File: src/rtl/nmt_pkg.sv
// Shared constants for the nibble move and table read executor
`default_nettype none
package nmt_pkg;
    // Widths
    localparam int NW_W   = 4;
    localparam int RA_W   = 7;
    localparam int WS_W   = 4;
    localparam int ROM_AW = 11;
    localparam int REG_AW = 3;
    localparam int REG_DW = 16;
    localparam int RAM_DEPTH = 128;
    localparam int WR_DEPTH  = 16;

    // Opcode prefixes, instr[15:7] for the 9-bit group
    localparam logic [8:0] OPC_READ_FLAGS = 9'h09e;  // 0100_1111_0
    localparam logic [8:0] OPC_LOAD_LOW   = 9'h130;  // 1001_1000_0
    localparam logic [8:0] OPC_LOAD_HIGH  = 9'h131;  // 1001_1000_1
    localparam logic [8:0] OPC_PTR_READ   = 9'h132;  // 1001_1001_0
    localparam logic [8:0] OPC_OR_ACC     = 9'h068;  // 0011_0100_0
    // instr[15:12] and instr[15:11] prefixes
    localparam logic [3:0] OPC_W_TO_M     = 4'h7;    // 0111
    localparam logic [4:0] OPC_M_TO_W     = 5'h0d;   // 0110_1
    localparam logic [4:0] OPC_IMM_READ   = 5'h15;   // 1010_1
    localparam logic [15:0] OPC_IDLE      = 16'h0000;

    // Register map (index on the plain register port)
    localparam logic [2:0] REG_STATUS  = 3'h0;
    localparam logic [2:0] REG_IRQ_EN  = 3'h1;
    localparam logic [2:0] REG_IRQ_CLR = 3'h2;
    localparam logic [2:0] REG_CORE    = 3'h3;
    localparam logic [2:0] REG_CTRL    = 3'h4;

    // Field positions
    localparam int CORE_ACC_LSB  = 0;
    localparam int CORE_TABLE_POINTER_LOW_LSB = 4;
    localparam int CORE_TABLE_POINTER_HIGH_LSB = 8;
    localparam int CORE_ZF_BIT   = 12;
    localparam int CTRL_RUN_BIT  = 0;

    // Reset values
    localparam logic [3:0] RST_NIBBLE = 4'h0;
    localparam logic       RST_ZF     = 1'b0;
    localparam logic       RST_RUN    = 1'b1;
    localparam logic [3:0] RST_IRQ_EN = 4'h0;

    typedef enum logic [1:0] {
        NMT_ST_IDLE  = 2'b00,
        NMT_ST_EXEC  = 2'b01,
        NMT_ST_TBL_A = 2'b11,
        NMT_ST_TBL_B = 2'b10
    } nmt_state_t;

    typedef enum logic [3:0] {
        NMT_OP_IDLE, NMT_OP_READ_FLAGS, NMT_OP_W_TO_M, NMT_OP_M_TO_W,
        NMT_OP_LOAD_LOW, NMT_OP_LOAD_HIGH, NMT_OP_PTR_READ,
        NMT_OP_IMM_READ, NMT_OP_OR_ACC
    } nmt_op_t;

    // Shared opcode decode; unknown codes run as idle
    function automatic nmt_op_t nmt_decode(input logic [15:0] ins);
        nmt_op_t op;
        op = NMT_OP_IDLE;
        if (ins[15:7] == OPC_READ_FLAGS) op = NMT_OP_READ_FLAGS;
        else if (ins[15:7] == OPC_LOAD_LOW) op = NMT_OP_LOAD_LOW;
        else if (ins[15:7] == OPC_LOAD_HIGH) op = NMT_OP_LOAD_HIGH;
        else if (ins[15:7] == OPC_PTR_READ) op = NMT_OP_PTR_READ;
        else if (ins[15:7] == OPC_OR_ACC) op = NMT_OP_OR_ACC;
        else if (ins[15:12] == OPC_W_TO_M) op = NMT_OP_W_TO_M;
        else if (ins[15:11] == OPC_M_TO_W) op = NMT_OP_M_TO_W;
        else if (ins[15:11] == OPC_IMM_READ) op = NMT_OP_IMM_READ;
        return op;
    endfunction
endpackage
`default_nettype wire

File: src/rtl/nmt_nibble_mem.sv
// Two-port nibble memory, separate read and write addresses, with registered read data
`default_nettype none
module nmt_nibble_mem #(
    parameter int DEPTH = 16,
    parameter int AW    = 4
) (
    input  wire logic          mclk_i,
    input  wire logic          ce_i,
    input  wire logic          rd_i,
    input  wire logic [AW-1:0] raddr_i,
    input  wire logic          we_i,
    input  wire logic [AW-1:0] waddr_i,
    input  wire logic [3:0]    wdata_i,
    output logic      [3:0]    rdata_o
);
    logic [3:0] mem_r [DEPTH];

    // No reset on the array; contents are undefined until written
    always_ff @(posedge mclk_i) begin
        if (ce_i && we_i) begin
            mem_r[waddr_i] <= wdata_i;
        end
    end

    always_ff @(posedge mclk_i) begin
        if (ce_i && rd_i) begin
            rdata_o <= mem_r[raddr_i];
        end
    end
endmodule // nmt_nibble_mem
`default_nettype wire

File: src/rtl/nmt_change_flags.sv
// Per-pin signal change flags of the change-sense port
`default_nettype none
module nmt_change_flags
    import nmt_pkg::*;
(
    input  wire logic            mclk_i,
    input  wire logic            reset_i,
    input  wire logic            ce_i,
    input  wire logic [NW_W-1:0] change_sense_port_i,
    input  wire logic [NW_W-1:0] clear_i,
    output logic      [NW_W-1:0] port_change_flags_o
);
    logic [NW_W-1:0] sync1_r;
    logic [NW_W-1:0] sync2_r;
    logic [NW_W-1:0] prev_r;
    logic [NW_W-1:0] change;

    always_ff @(posedge mclk_i or posedge reset_i) begin
        if (reset_i) begin
            sync1_r <= RST_NIBBLE;
            sync2_r <= RST_NIBBLE;
            prev_r  <= RST_NIBBLE;
        end else if (ce_i) begin
            sync1_r <= change_sense_port_i;
            sync2_r <= sync1_r;
            prev_r  <= sync2_r;
        end
    end

    assign change = sync2_r ^ prev_r;

    // Set beats clear so a change in the clear cycle is kept
    always_ff @(posedge mclk_i or posedge reset_i) begin
        if (reset_i) begin
            port_change_flags_o <= RST_NIBBLE;
        end else if (ce_i) begin
            port_change_flags_o <= (port_change_flags_o & ~clear_i) | change;
        end
    end

    a_flag_on_change: assert property (@(posedge mclk_i) disable iff (reset_i)
        (ce_i && |change) |=> ((port_change_flags_o & $past(change)) == $past(change)))
        else $error("change flag not set after pin change");
    a_flag_holds: assert property (@(posedge mclk_i) disable iff (reset_i)
        (ce_i && change == 4'h0 && clear_i == 4'h0) |=> $stable(port_change_flags_o))
        else $error("change flag moved without change or clear");
endmodule // nmt_change_flags
`default_nettype wire

File: src/rtl/nmt_exec.sv
// Executor for nibble moves, pointer loads, table reads, OR and idle
// Notes on behaviour
// - Port-flag read copies flags to accumulator, RAM
// - One sticky change flag per sense pin
// - Working register to accumulator and RAM
// - RAM nibble to working register, accumulator
// - RAM nibble loads table pointer low
// - RAM nibble loads table pointer high
// - Pointer table read, two cycles, into RAM
// - Immediate table read into working register
// - OR RAM into accumulator, RAM untouched
// - Seven address bits select one RAM nibble
`default_nettype none
module nmt_exec
    import nmt_pkg::*;
(
    input  wire logic              mclk_i,
    input  wire logic              reset_i,
    input  wire logic              ce_i,
    input  wire logic [15:0]       instr_i,
    input  wire logic              instr_valid_i,
    output logic                   instr_ready_o,
    output logic                   instr_done_o,
    output logic [ROM_AW-1:0]      rom_addr_o,
    output logic                   rom_rd_o,
    input  wire logic [NW_W-1:0]   rom_data_i,
    input  wire logic [NW_W-1:0]   change_sense_port_i,
    output logic [NW_W-1:0]        accumulator_o,
    output logic                   zero_flag_o,
    output logic [NW_W-1:0]        table_pointer_low_o,
    output logic [NW_W-1:0]        table_pointer_high_o,
    input  wire logic [REG_AW-1:0] reg_addr_i,
    input  wire logic [REG_DW-1:0] reg_wdata_i,
    input  wire logic              reg_wr_i,
    input  wire logic              reg_rd_i,
    output logic [REG_DW-1:0]      reg_rdata_o,
    output logic                   irq_o
);
    nmt_state_t      state_r;
    nmt_state_t      state_nxt;
    nmt_op_t         op_r;
    logic [15:0]     ins_r;
    logic            take;
    logic            run_r;
    logic [NW_W-1:0] irq_en_r;
    logic [NW_W-1:0] irq_clr;
    logic [NW_W-1:0] flags;
    logic [NW_W-1:0] ram_rdata;
    logic [NW_W-1:0] wr_rdata;
    logic            ram_we;
    logic [NW_W-1:0] ram_wdata;
    logic            wr_we;
    logic [WS_W-1:0] wr_waddr;
    logic [NW_W-1:0] wr_wdata;
    logic            acc_we;
    logic [NW_W-1:0] acc_wdata;

    assign take          = (state_r == NMT_ST_IDLE) && run_r && ce_i && instr_valid_i;
    assign instr_ready_o = (state_r == NMT_ST_IDLE) && run_r && ce_i;

    // Sequencer: one machine cycle is two clocks, table reads take four
    always_comb begin
        state_nxt = state_r;
        case (state_r)
            NMT_ST_IDLE: begin
                if (take) begin
                    state_nxt = NMT_ST_EXEC;
                end
            end
            NMT_ST_EXEC: begin
                if (op_r == NMT_OP_PTR_READ || op_r == NMT_OP_IMM_READ) begin
                    state_nxt = NMT_ST_TBL_A;
                end else begin
                    state_nxt = NMT_ST_IDLE;
                end
            end
            NMT_ST_TBL_A: state_nxt = NMT_ST_TBL_B;
            NMT_ST_TBL_B: state_nxt = NMT_ST_IDLE;
            default:      state_nxt = NMT_ST_IDLE;
        endcase
    end

    always_ff @(posedge mclk_i or posedge reset_i) begin
        if (reset_i) begin
            state_r <= NMT_ST_IDLE;
        end else if (ce_i) begin
            state_r <= state_nxt;
        end
    end

    always_ff @(posedge mclk_i or posedge reset_i) begin
        if (reset_i) begin
            ins_r <= OPC_IDLE;
            op_r  <= NMT_OP_IDLE;
        end else if (take) begin
            ins_r <= instr_i;
            op_r  <= nmt_decode(instr_i);
        end
    end

    // ROM address registered in the execute clock; it holds through the read
    always_ff @(posedge mclk_i or posedge reset_i) begin
        if (reset_i) begin
            rom_addr_o <= '0;
            rom_rd_o   <= 1'b0;
        end else if (ce_i) begin
            rom_rd_o <= 1'b0;
            if (state_r == NMT_ST_EXEC && op_r == NMT_OP_PTR_READ) begin
                rom_addr_o <= {3'h0, table_pointer_high_o, table_pointer_low_o};
                rom_rd_o   <= 1'b1;
            end else if (state_r == NMT_ST_EXEC && op_r == NMT_OP_IMM_READ) begin
                rom_addr_o <= {ins_r[6:0], accumulator_o};
                rom_rd_o   <= 1'b1;
            end
        end
    end

    // Data RAM: 7-bit direct address from the low instruction bits
    nmt_nibble_mem #(
        .DEPTH (RAM_DEPTH),
        .AW    (RA_W)
    ) u_ram (
        .mclk_i  (mclk_i),
        .ce_i    (ce_i),
        .rd_i    (take),
        .raddr_i (instr_i[6:0]),
        .we_i    (ram_we),
        .waddr_i (ins_r[6:0]),
        .wdata_i (ram_wdata),
        .rdata_o (ram_rdata)
    );

    nmt_nibble_mem #(
        .DEPTH (WR_DEPTH),
        .AW    (WS_W)
    ) u_wreg (
        .mclk_i  (mclk_i),
        .ce_i    (ce_i),
        .rd_i    (take),
        .raddr_i (instr_i[10:7]),
        .we_i    (wr_we),
        .waddr_i (wr_waddr),
        .wdata_i (wr_wdata),
        .rdata_o (wr_rdata)
    );

    nmt_change_flags u_flags (
        .mclk_i              (mclk_i),
        .reset_i             (reset_i),
        .ce_i                (ce_i),
        .change_sense_port_i (change_sense_port_i),
        .clear_i             (irq_clr),
        .port_change_flags_o (flags)
    );

    // Write-back decode
    always_comb begin
        ram_we    = 1'b0;
        ram_wdata = ram_rdata;
        wr_we     = 1'b0;
        wr_waddr  = ins_r[10:7];
        wr_wdata  = ram_rdata;
        acc_we    = 1'b0;
        acc_wdata = accumulator_o;
        if (state_r == NMT_ST_EXEC) begin
            case (op_r)
                NMT_OP_READ_FLAGS: begin
                    ram_we    = 1'b1;
                    ram_wdata = flags;
                    acc_we    = 1'b1;
                    acc_wdata = flags;
                end
                NMT_OP_W_TO_M: begin
                    ram_we    = 1'b1;
                    ram_wdata = wr_rdata;
                    acc_we    = 1'b1;
                    acc_wdata = wr_rdata;
                end
                NMT_OP_M_TO_W: begin
                    wr_we     = 1'b1;
                    acc_we    = 1'b1;
                    acc_wdata = ram_rdata;
                end
                NMT_OP_OR_ACC: begin
                    acc_we    = 1'b1;
                    acc_wdata = ram_rdata | accumulator_o;
                end
                default: begin
                    acc_we = 1'b0;
                end
            endcase
        end else if (state_r == NMT_ST_TBL_B) begin
            // Pointer form lands in RAM; immediate form in a working register
            if (op_r == NMT_OP_PTR_READ) begin
                ram_we    = 1'b1;
                ram_wdata = rom_data_i;
            end else begin
                wr_we    = 1'b1;
                wr_wdata = rom_data_i;
            end
        end
    end

    always_ff @(posedge mclk_i or posedge reset_i) begin
        if (reset_i) begin
            accumulator_o <= RST_NIBBLE;
            zero_flag_o   <= RST_ZF;
        end else if (ce_i && acc_we) begin
            accumulator_o <= acc_wdata;
            zero_flag_o   <= (acc_wdata == 4'h0);
        end
    end

    always_ff @(posedge mclk_i or posedge reset_i) begin
        if (reset_i) begin
            table_pointer_low_o  <= RST_NIBBLE;
            table_pointer_high_o <= RST_NIBBLE;
        end else if (ce_i && state_r == NMT_ST_EXEC) begin
            if (op_r == NMT_OP_LOAD_LOW) begin
                table_pointer_low_o <= ram_rdata;
            end
            if (op_r == NMT_OP_LOAD_HIGH) begin
                table_pointer_high_o <= ram_rdata;
            end
        end
    end

    always_ff @(posedge mclk_i or posedge reset_i) begin
        if (reset_i) begin
            instr_done_o <= 1'b0;
        end else if (ce_i) begin
            instr_done_o <= (state_nxt == NMT_ST_IDLE) && (state_r != NMT_ST_IDLE);
        end
    end

    // Register port
    assign irq_clr = (ce_i && reg_wr_i && reg_addr_i == REG_IRQ_CLR) ? reg_wdata_i[3:0] : 4'h0;
    assign irq_o   = |(flags & irq_en_r);

    always_ff @(posedge mclk_i or posedge reset_i) begin
        if (reset_i) begin
            irq_en_r <= RST_IRQ_EN;
            run_r    <= RST_RUN;
        end else if (ce_i && reg_wr_i) begin
            if (reg_addr_i == REG_IRQ_EN) begin
                irq_en_r <= reg_wdata_i[3:0];
            end
            if (reg_addr_i == REG_CTRL) begin
                run_r <= reg_wdata_i[CTRL_RUN_BIT];
            end
        end
    end

    always_ff @(posedge mclk_i or posedge reset_i) begin
        if (reset_i) begin
            reg_rdata_o <= '0;
        end else if (ce_i) begin
            reg_rdata_o <= '0;
            if (reg_rd_i) begin
                case (reg_addr_i)
                    REG_STATUS: reg_rdata_o <= {12'h000, flags};
                    REG_IRQ_EN: reg_rdata_o <= {12'h000, irq_en_r};
                    REG_CORE:   reg_rdata_o <= {3'h0, zero_flag_o, table_pointer_high_o,
                                                table_pointer_low_o, accumulator_o};
                    REG_CTRL:   reg_rdata_o <= {15'h0000, run_r};
                    default:    reg_rdata_o <= '0;
                endcase
            end
        end
    end

    // Checks
    a_flags_copy: assert property (@(posedge mclk_i) disable iff (reset_i)
        (ce_i && state_r == NMT_ST_EXEC && op_r == NMT_OP_READ_FLAGS)
        |-> (ram_we && ram_wdata == flags) ##1 (accumulator_o == $past(flags)))
        else $error("port flags not copied");
    a_w_to_m_move: assert property (@(posedge mclk_i) disable iff (reset_i)
        (ce_i && state_r == NMT_ST_EXEC && op_r == NMT_OP_W_TO_M)
        |-> ram_we && ram_wdata == wr_rdata && !wr_we)
        else $error("working register not written to RAM");
    a_m_to_w_move: assert property (@(posedge mclk_i) disable iff (reset_i)
        (ce_i && state_r == NMT_ST_EXEC && op_r == NMT_OP_M_TO_W)
        |-> wr_we && wr_wdata == ram_rdata && !ram_we ##1 accumulator_o == $past(ram_rdata))
        else $error("RAM not moved to working register");
    a_ptr_low_load: assert property (@(posedge mclk_i) disable iff (reset_i)
        (ce_i && state_r == NMT_ST_EXEC && op_r == NMT_OP_LOAD_LOW)
        |=> table_pointer_low_o == $past(ram_rdata) && $stable(zero_flag_o))
        else $error("low pointer load wrong");
    a_ptr_high_load: assert property (@(posedge mclk_i) disable iff (reset_i)
        (ce_i && state_r == NMT_ST_EXEC && op_r == NMT_OP_LOAD_HIGH)
        |=> table_pointer_high_o == $past(ram_rdata) && $stable(zero_flag_o))
        else $error("high pointer load wrong");
    a_ptr_rom_addr: assert property (@(posedge mclk_i) disable iff (reset_i)
        (ce_i && state_r == NMT_ST_EXEC && op_r == NMT_OP_PTR_READ)
        |=> rom_rd_o && rom_addr_o == {3'h0, $past(table_pointer_high_o),
                                       $past(table_pointer_low_o)})
        else $error("pointer ROM address wrong");
    a_table_length: assert property (@(posedge mclk_i) disable iff (reset_i)
        (take && instr_i[15:11] == OPC_IMM_READ) ##1 ce_i [*3]
        |-> state_r == NMT_ST_TBL_B && wr_we && wr_wdata == rom_data_i)
        else $error("immediate table read not four clocks");
    a_or_keeps_ram: assert property (@(posedge mclk_i) disable iff (reset_i)
        (ce_i && state_r == NMT_ST_EXEC && op_r == NMT_OP_OR_ACC)
        |-> !ram_we ##1 accumulator_o == ($past(ram_rdata) | $past(accumulator_o)))
        else $error("OR result wrong or RAM written");
    a_direct_addr: assert property (@(posedge mclk_i) disable iff (reset_i)
        take |=> ins_r[6:0] == $past(instr_i[6:0]))
        else $error("RAM address not from instruction");
    a_idle_quiet: assert property (@(posedge mclk_i) disable iff (reset_i)
        (state_r == NMT_ST_EXEC && op_r == NMT_OP_IDLE) |-> !ram_we && !wr_we && !acc_we)
        else $error("idle code changed state");
    a_zero_flag: assert property (@(posedge mclk_i) disable iff (reset_i)
        (ce_i && acc_we) |=> zero_flag_o == (accumulator_o == 4'h0))
        else $error("zero flag does not follow accumulator");

    c_ptr_read: cover property (@(posedge mclk_i) disable iff (reset_i)
        state_r == NMT_ST_TBL_B && op_r == NMT_OP_PTR_READ);
    c_imm_read: cover property (@(posedge mclk_i) disable iff (reset_i)
        state_r == NMT_ST_TBL_B && op_r == NMT_OP_IMM_READ);
    c_or_zero: cover property (@(posedge mclk_i) disable iff (reset_i)
        state_r == NMT_ST_EXEC && op_r == NMT_OP_OR_ACC ##1 zero_flag_o);
    c_irq: cover property (@(posedge mclk_i) disable iff (reset_i) irq_o);
endmodule // nmt_exec
`default_nettype wire

File: config.mk
export PLATFORM = sky130hd
export DESIGN_NAME = nmt_exec
export DESIGN_NICKNAME = d
export VERILOG_FILES = /design/src/rtl/nmt_pkg.sv /design/src/rtl/nmt_nibble_mem.sv /design/src/rtl/nmt_change_flags.sv /design/src/rtl/nmt_exec.sv
export SDC_FILE = /design/constraint.sdc
export NUM_CORES = 1
export LEC_CHECK = 0
export CORE_MARGIN = 2
export CORE_UTILIZATION = 59
export CTS_CLUSTER_SIZE = 24
export DETAILED_ROUTE_END_ITERATION = 8
export DONT_BUFFER_PORTS = 1
export PLACE_DENSITY = 0.75
export SLEW_MARGIN = 20
export SYNTH_ARGS = -nofsm -noshare
export SYNTH_HDL_FRONTEND = slang
export SYNTH_SLANG_ARGS = --single-unit
File: constraint.sdc
create_clock -name mclk_i -period 9.06 [get_ports mclk_i]
set_input_delay 0.453 -clock mclk_i [delete_from_list [all_inputs] [get_ports mclk_i]]
set_output_delay 0.453 -clock mclk_i [all_outputs]
set_load 0.02 [all_outputs]
==> flow_summary_export.csv <==
group,metric,value,unit
outcome,run_status,"complete, no violations",
yosys,asyncSetResetFlopFracSynth,0.116,
yosys,synth_edf_count,584,
timing,grt_setup_unrepaired,"false",
yosys,synth_cell_type_count,52,
critical_path,kind_of_end_point_of_the_critical_path,"flip-flop",
clock_network,cts_tree,"done",
worst_hold_path,worst_hold_path_type,"in2reg",
clock_network,cts_max_level,3,
timing,worst_slew_pin_slew,1.18,ns
timing,hold_slack,0.0143,ns
route,routed_wl,55800,um
floorplanning,dieHeight,216,um
critical_path,critical_path.reg2reg.startpoint,"op_r[0]$_DFFE_PP0P_",
clock_network,root_buffer,"sky130_fd_sc_hd__clkbuf_16",
timing,setup_violations,0,
timing,fin_skew,0.0288,ns
timing,upper_clock_frequency_limit,0.246,GHz
worst_hold_path,hold_end,"run_r$_DFFE_PP1P_",
global_routing,grt_first_pass_wirelength,85600,um
route,ant_nets,0,
critical_path,worstPathMaxFanout,17,
global_routing,globalRouteOverflowTotal,0,
yosys,post_synth_inst_count,1342,
floorplanning,die-area,46600,um^2
yosys,yosysWarningCount,0,
yosys,synth.avg_cell_area,19.7,um^2
clock_network,tritoncts_buffer_count,66,
clock_network,cts.sinks,661,
clock_network,post_cts.repair.setup_buffers,0,
global_routing,first_global_vias,13500,
critical_path,r2r-end,"u_ram.mem_r[54][0]$_DFFE_PP_",
floorplanning,row_count,77,
cells_and_area,area.growth.synth_to_final,10.0,%
pwr,vdd_ir_drop_max,0.194,mV
timing,setup_total_negative_slack,0,ns
route,initialDrtViolationCount,1315,
timing,timing.final.crit_share,0.449,
global_routing,grt_start_max_net_pins,130,
job,maxCapViolations,0,
cells_and_area,postLayoutCoreUtil,0.658,
critical_path,timing.critical_path.required,9.26,ns
clock_network,cts_buffer_depth,3,
pwr,power_leakage,9.30,nW
floorplanning,dieWidth,216,um
timing,min_period,4.07,ns
timing,final-max-slew-violation-count,0,
yosys,post_synth_instance_area,26500,um^2
worst_hold_path,timing.hold.worst.start,"reg_wdata_i[0]",
place,gp_routability_congestion,0.890,
global_routing,grt_util_all_layers,0.248,
timing,timing.slew.headroom,0.212,
floorplanning,initial_core_util,0.598,
cells_and_area,nNetsFinal,1405,
critical_path,cp.arrival,4.27,ns
yosys,postSynthRegisterBits,661,
route,dr_total_vias,13100,
global_routing,antenna_violations_before_repair,0,
critical_path,critical_path.startpoint_type,"flip-flop",
yosys,yosysSeqAreaShare,0.735,
place,hpwl,32000,um
cells_and_area,layout-drive-gt1-share,0.245,
cells_and_area,diodes,0,
yosys,commonest_register_cell_after_synthesis,"sky130_fd_sc_hd__edfxtp_1",
critical_path,timing.setup.critical_path_class,"reg2reg",
floorplanning,ios,93,
place,numPortBuffers,0,
worst_hold_path,hold_depth,1,
clock_network,clk-insertion-delay-late,0.59,ns
route,post-route-drc-count,0,
clock_network,clkSlewWorstSetupHoldPaths,0.06,ns
pwr,power_density,234,nW/um^2
floorplanning,core-area,44300,um^2
critical_path,worst_r2r_path_depth,5,
route,detail_route.vias_per_cell,6.57,
route,detail_route.first_pass.iterations,6,
timing,final_hold_viol_count,0,
route,routed_wirelength_normalized_by_instance_count,28.0,um
critical_path,worst-r2r-setup-slack,4.99,ns
-- final cells by class --
cell class	instances	area, um^2
multi-input cells	599	6720
inverters	9	37.5
clock buffers	88	1790
repair buffers	19	160
fillers	2793	15200
flip-flops and latches	661	19500
clock inverters	26	238
well taps	592	741
-- cells in the mapped netlist, types with 6 or more instances --
cell type                  count  area (um^2)
sky130_fd_sc_hd__a21oi_1       6         30.0
sky130_fd_sc_hd__a22o_1       14          123
sky130_fd_sc_hd__a22oi_1       8         60.1
sky130_fd_sc_hd__buf_1         7         26.3
sky130_fd_sc_hd__buf_2        11         55.1
sky130_fd_sc_hd__clkbuf_1     52          195
sky130_fd_sc_hd__dfrtp_1      76         1900
sky130_fd_sc_hd__edfxtp_1    584        17500
sky130_fd_sc_hd__inv_1         9         33.8
sky130_fd_sc_hd__mux2_2       48          541
sky130_fd_sc_hd__mux2i_1       9         90.1
sky130_fd_sc_hd__mux4_2      188         4230
sky130_fd_sc_hd__nand2_1      45          169
sky130_fd_sc_hd__nand3_1       8         40.0
sky130_fd_sc_hd__nand3b_1      6         45.0
sky130_fd_sc_hd__nand4_1       9         56.3
sky130_fd_sc_hd__nor2_1      153          574
sky130_fd_sc_hd__nor2b_1      11         68.8
sky130_fd_sc_hd__nor3_1        6         30.0
sky130_fd_sc_hd__o21ai_0      25          125
-- cells by family after synthesis --
family          share of synthesized area
xor+xnor                          0.00198
buf+inv                            0.0131
simple gates                       0.0455
mux                                 0.184
flops                               0.735
compound gates                     0.0208
other cells                      0.000142
-- metrics by stage --
| stage | std cells | worst slack (ns) | cell area (um^2) | power [mW] |
|---|---|---|---|---|
| final | 1994 | 4.99 | 29100 | 6.82 |
| after global routing | 1994 | 4.78 | 29100 | 7.04 |
| after CTS | 1994 | 4.82 | 29100 | 6.86 |
| after detailed placement | 1873 | 4.92 | 27000 | 4.27 |
| after global placement | 1873 | 5.12 | 27000 | 4.25 |
| after floorplan | 1344 | 5.69 | 26500 | 4.10 |
-- worst max-delay path by stage --
| stage | startpoint | slack [ns] | cells past startpoint | end |
|---|---|---|---|---|
| 2_1_floorplan | op_r[2]$_DFFE_PP0P_ | 5.69 | 5 | u_ram.mem_r[0][0]$_DFFE_PP_ |
| 3_3_place_gp | op_r[0]$_DFFE_PP0P_ | 5.12 | 5 | u_ram.mem_r[16][0]$_DFFE_PP_ |
| 3_5_place_dp | op_r[0]$_DFFE_PP0P_ | 4.92 | 5 | u_ram.mem_r[70][0]$_DFFE_PP_ |
| 4_1_cts | op_r[0]$_DFFE_PP0P_ | 4.82 | 5 | u_ram.mem_r[54][0]$_DFFE_PP_ |
| 5_1_grt | op_r[0]$_DFFE_PP0P_ | 4.78 | 5 | u_ram.mem_r[54][3]$_DFFE_PP_ |
| 6_report | op_r[0]$_DFFE_PP0P_ | 4.99 | 5 | u_ram.mem_r[54][0]$_DFFE_PP_ |
-- routing by layer --
layer  vias up  track usage  share of wire
li1       5490            -              -
met1      6843        0.356           0.40
met2       673        0.390           0.49
met3       101       0.0567          0.096
met4         0       0.0701          0.021
met5         -            0              0
-- state kept, by name (all words and copies together), names as in the netlist --
name	cells
u_flags.sync2_r	4
irq_en_r	4
u_flags.sync1_r	4
u_wreg.mem_r	64
u_ram.mem_r	512
u_ram.rdata_o	4
u_flags.prev_r	4
rom_addr_o	11
ins_r	11
zero_flag_o	1
run_r	1
op_r	4
u_wreg.rdata_o	4
table_pointer_low_o	4
accumulator_o	4
u_flags.port_change_flags_o	4
state_r	2
table_pointer_high_o	4
rom_rd_o	1
reg_rdata_o	13
instr_done_o	1
-- timing repair --
item / in CTS / in global routing
endpoints found under the hold margin: 13 / 0
hold buffers: 7 / 0
gates resized for setup: 0 / 0
-- layout by cell type (no fill, tap or decap), drive strengths merged, types with 7 or more instances in the layout --
cell type / n
nor2b: 11
nand2: 45
nand4: 9
nand3: 8
mux4: 188
clkbuf: 88
a22o: 14
mux2: 48
clkinv: 20
a22oi: 8
buf: 12
dlygate4sd3: 7
mux2i: 9
o21ai: 25
edfxtp: 584
dfrtp: 76
inv: 9
nor2: 153
-- report_power, final --
group | internal [mW] | total [mW] | switching, mW
sequential | 3.51 | 3.64 | 0.132
combinational | 0.213 | 0.580 | 0.367
clock | 1.50 | 2.61 | 1.11
total | 5.22 | 6.82 | 1.61
-- critical path, cell delays in order (launching register included) --
cell,delay [ns]
sky130_fd_sc_hd__dfrtp_1,0.68
sky130_fd_sc_hd__nor2b_1,0.36
sky130_fd_sc_hd__nand2_1,0.16
sky130_fd_sc_hd__a2111oi_1,0.85
sky130_fd_sc_hd__nand2_1,0.97
sky130_fd_sc_hd__nor2_1,0.67
Power figures use the tool's default switching activity.
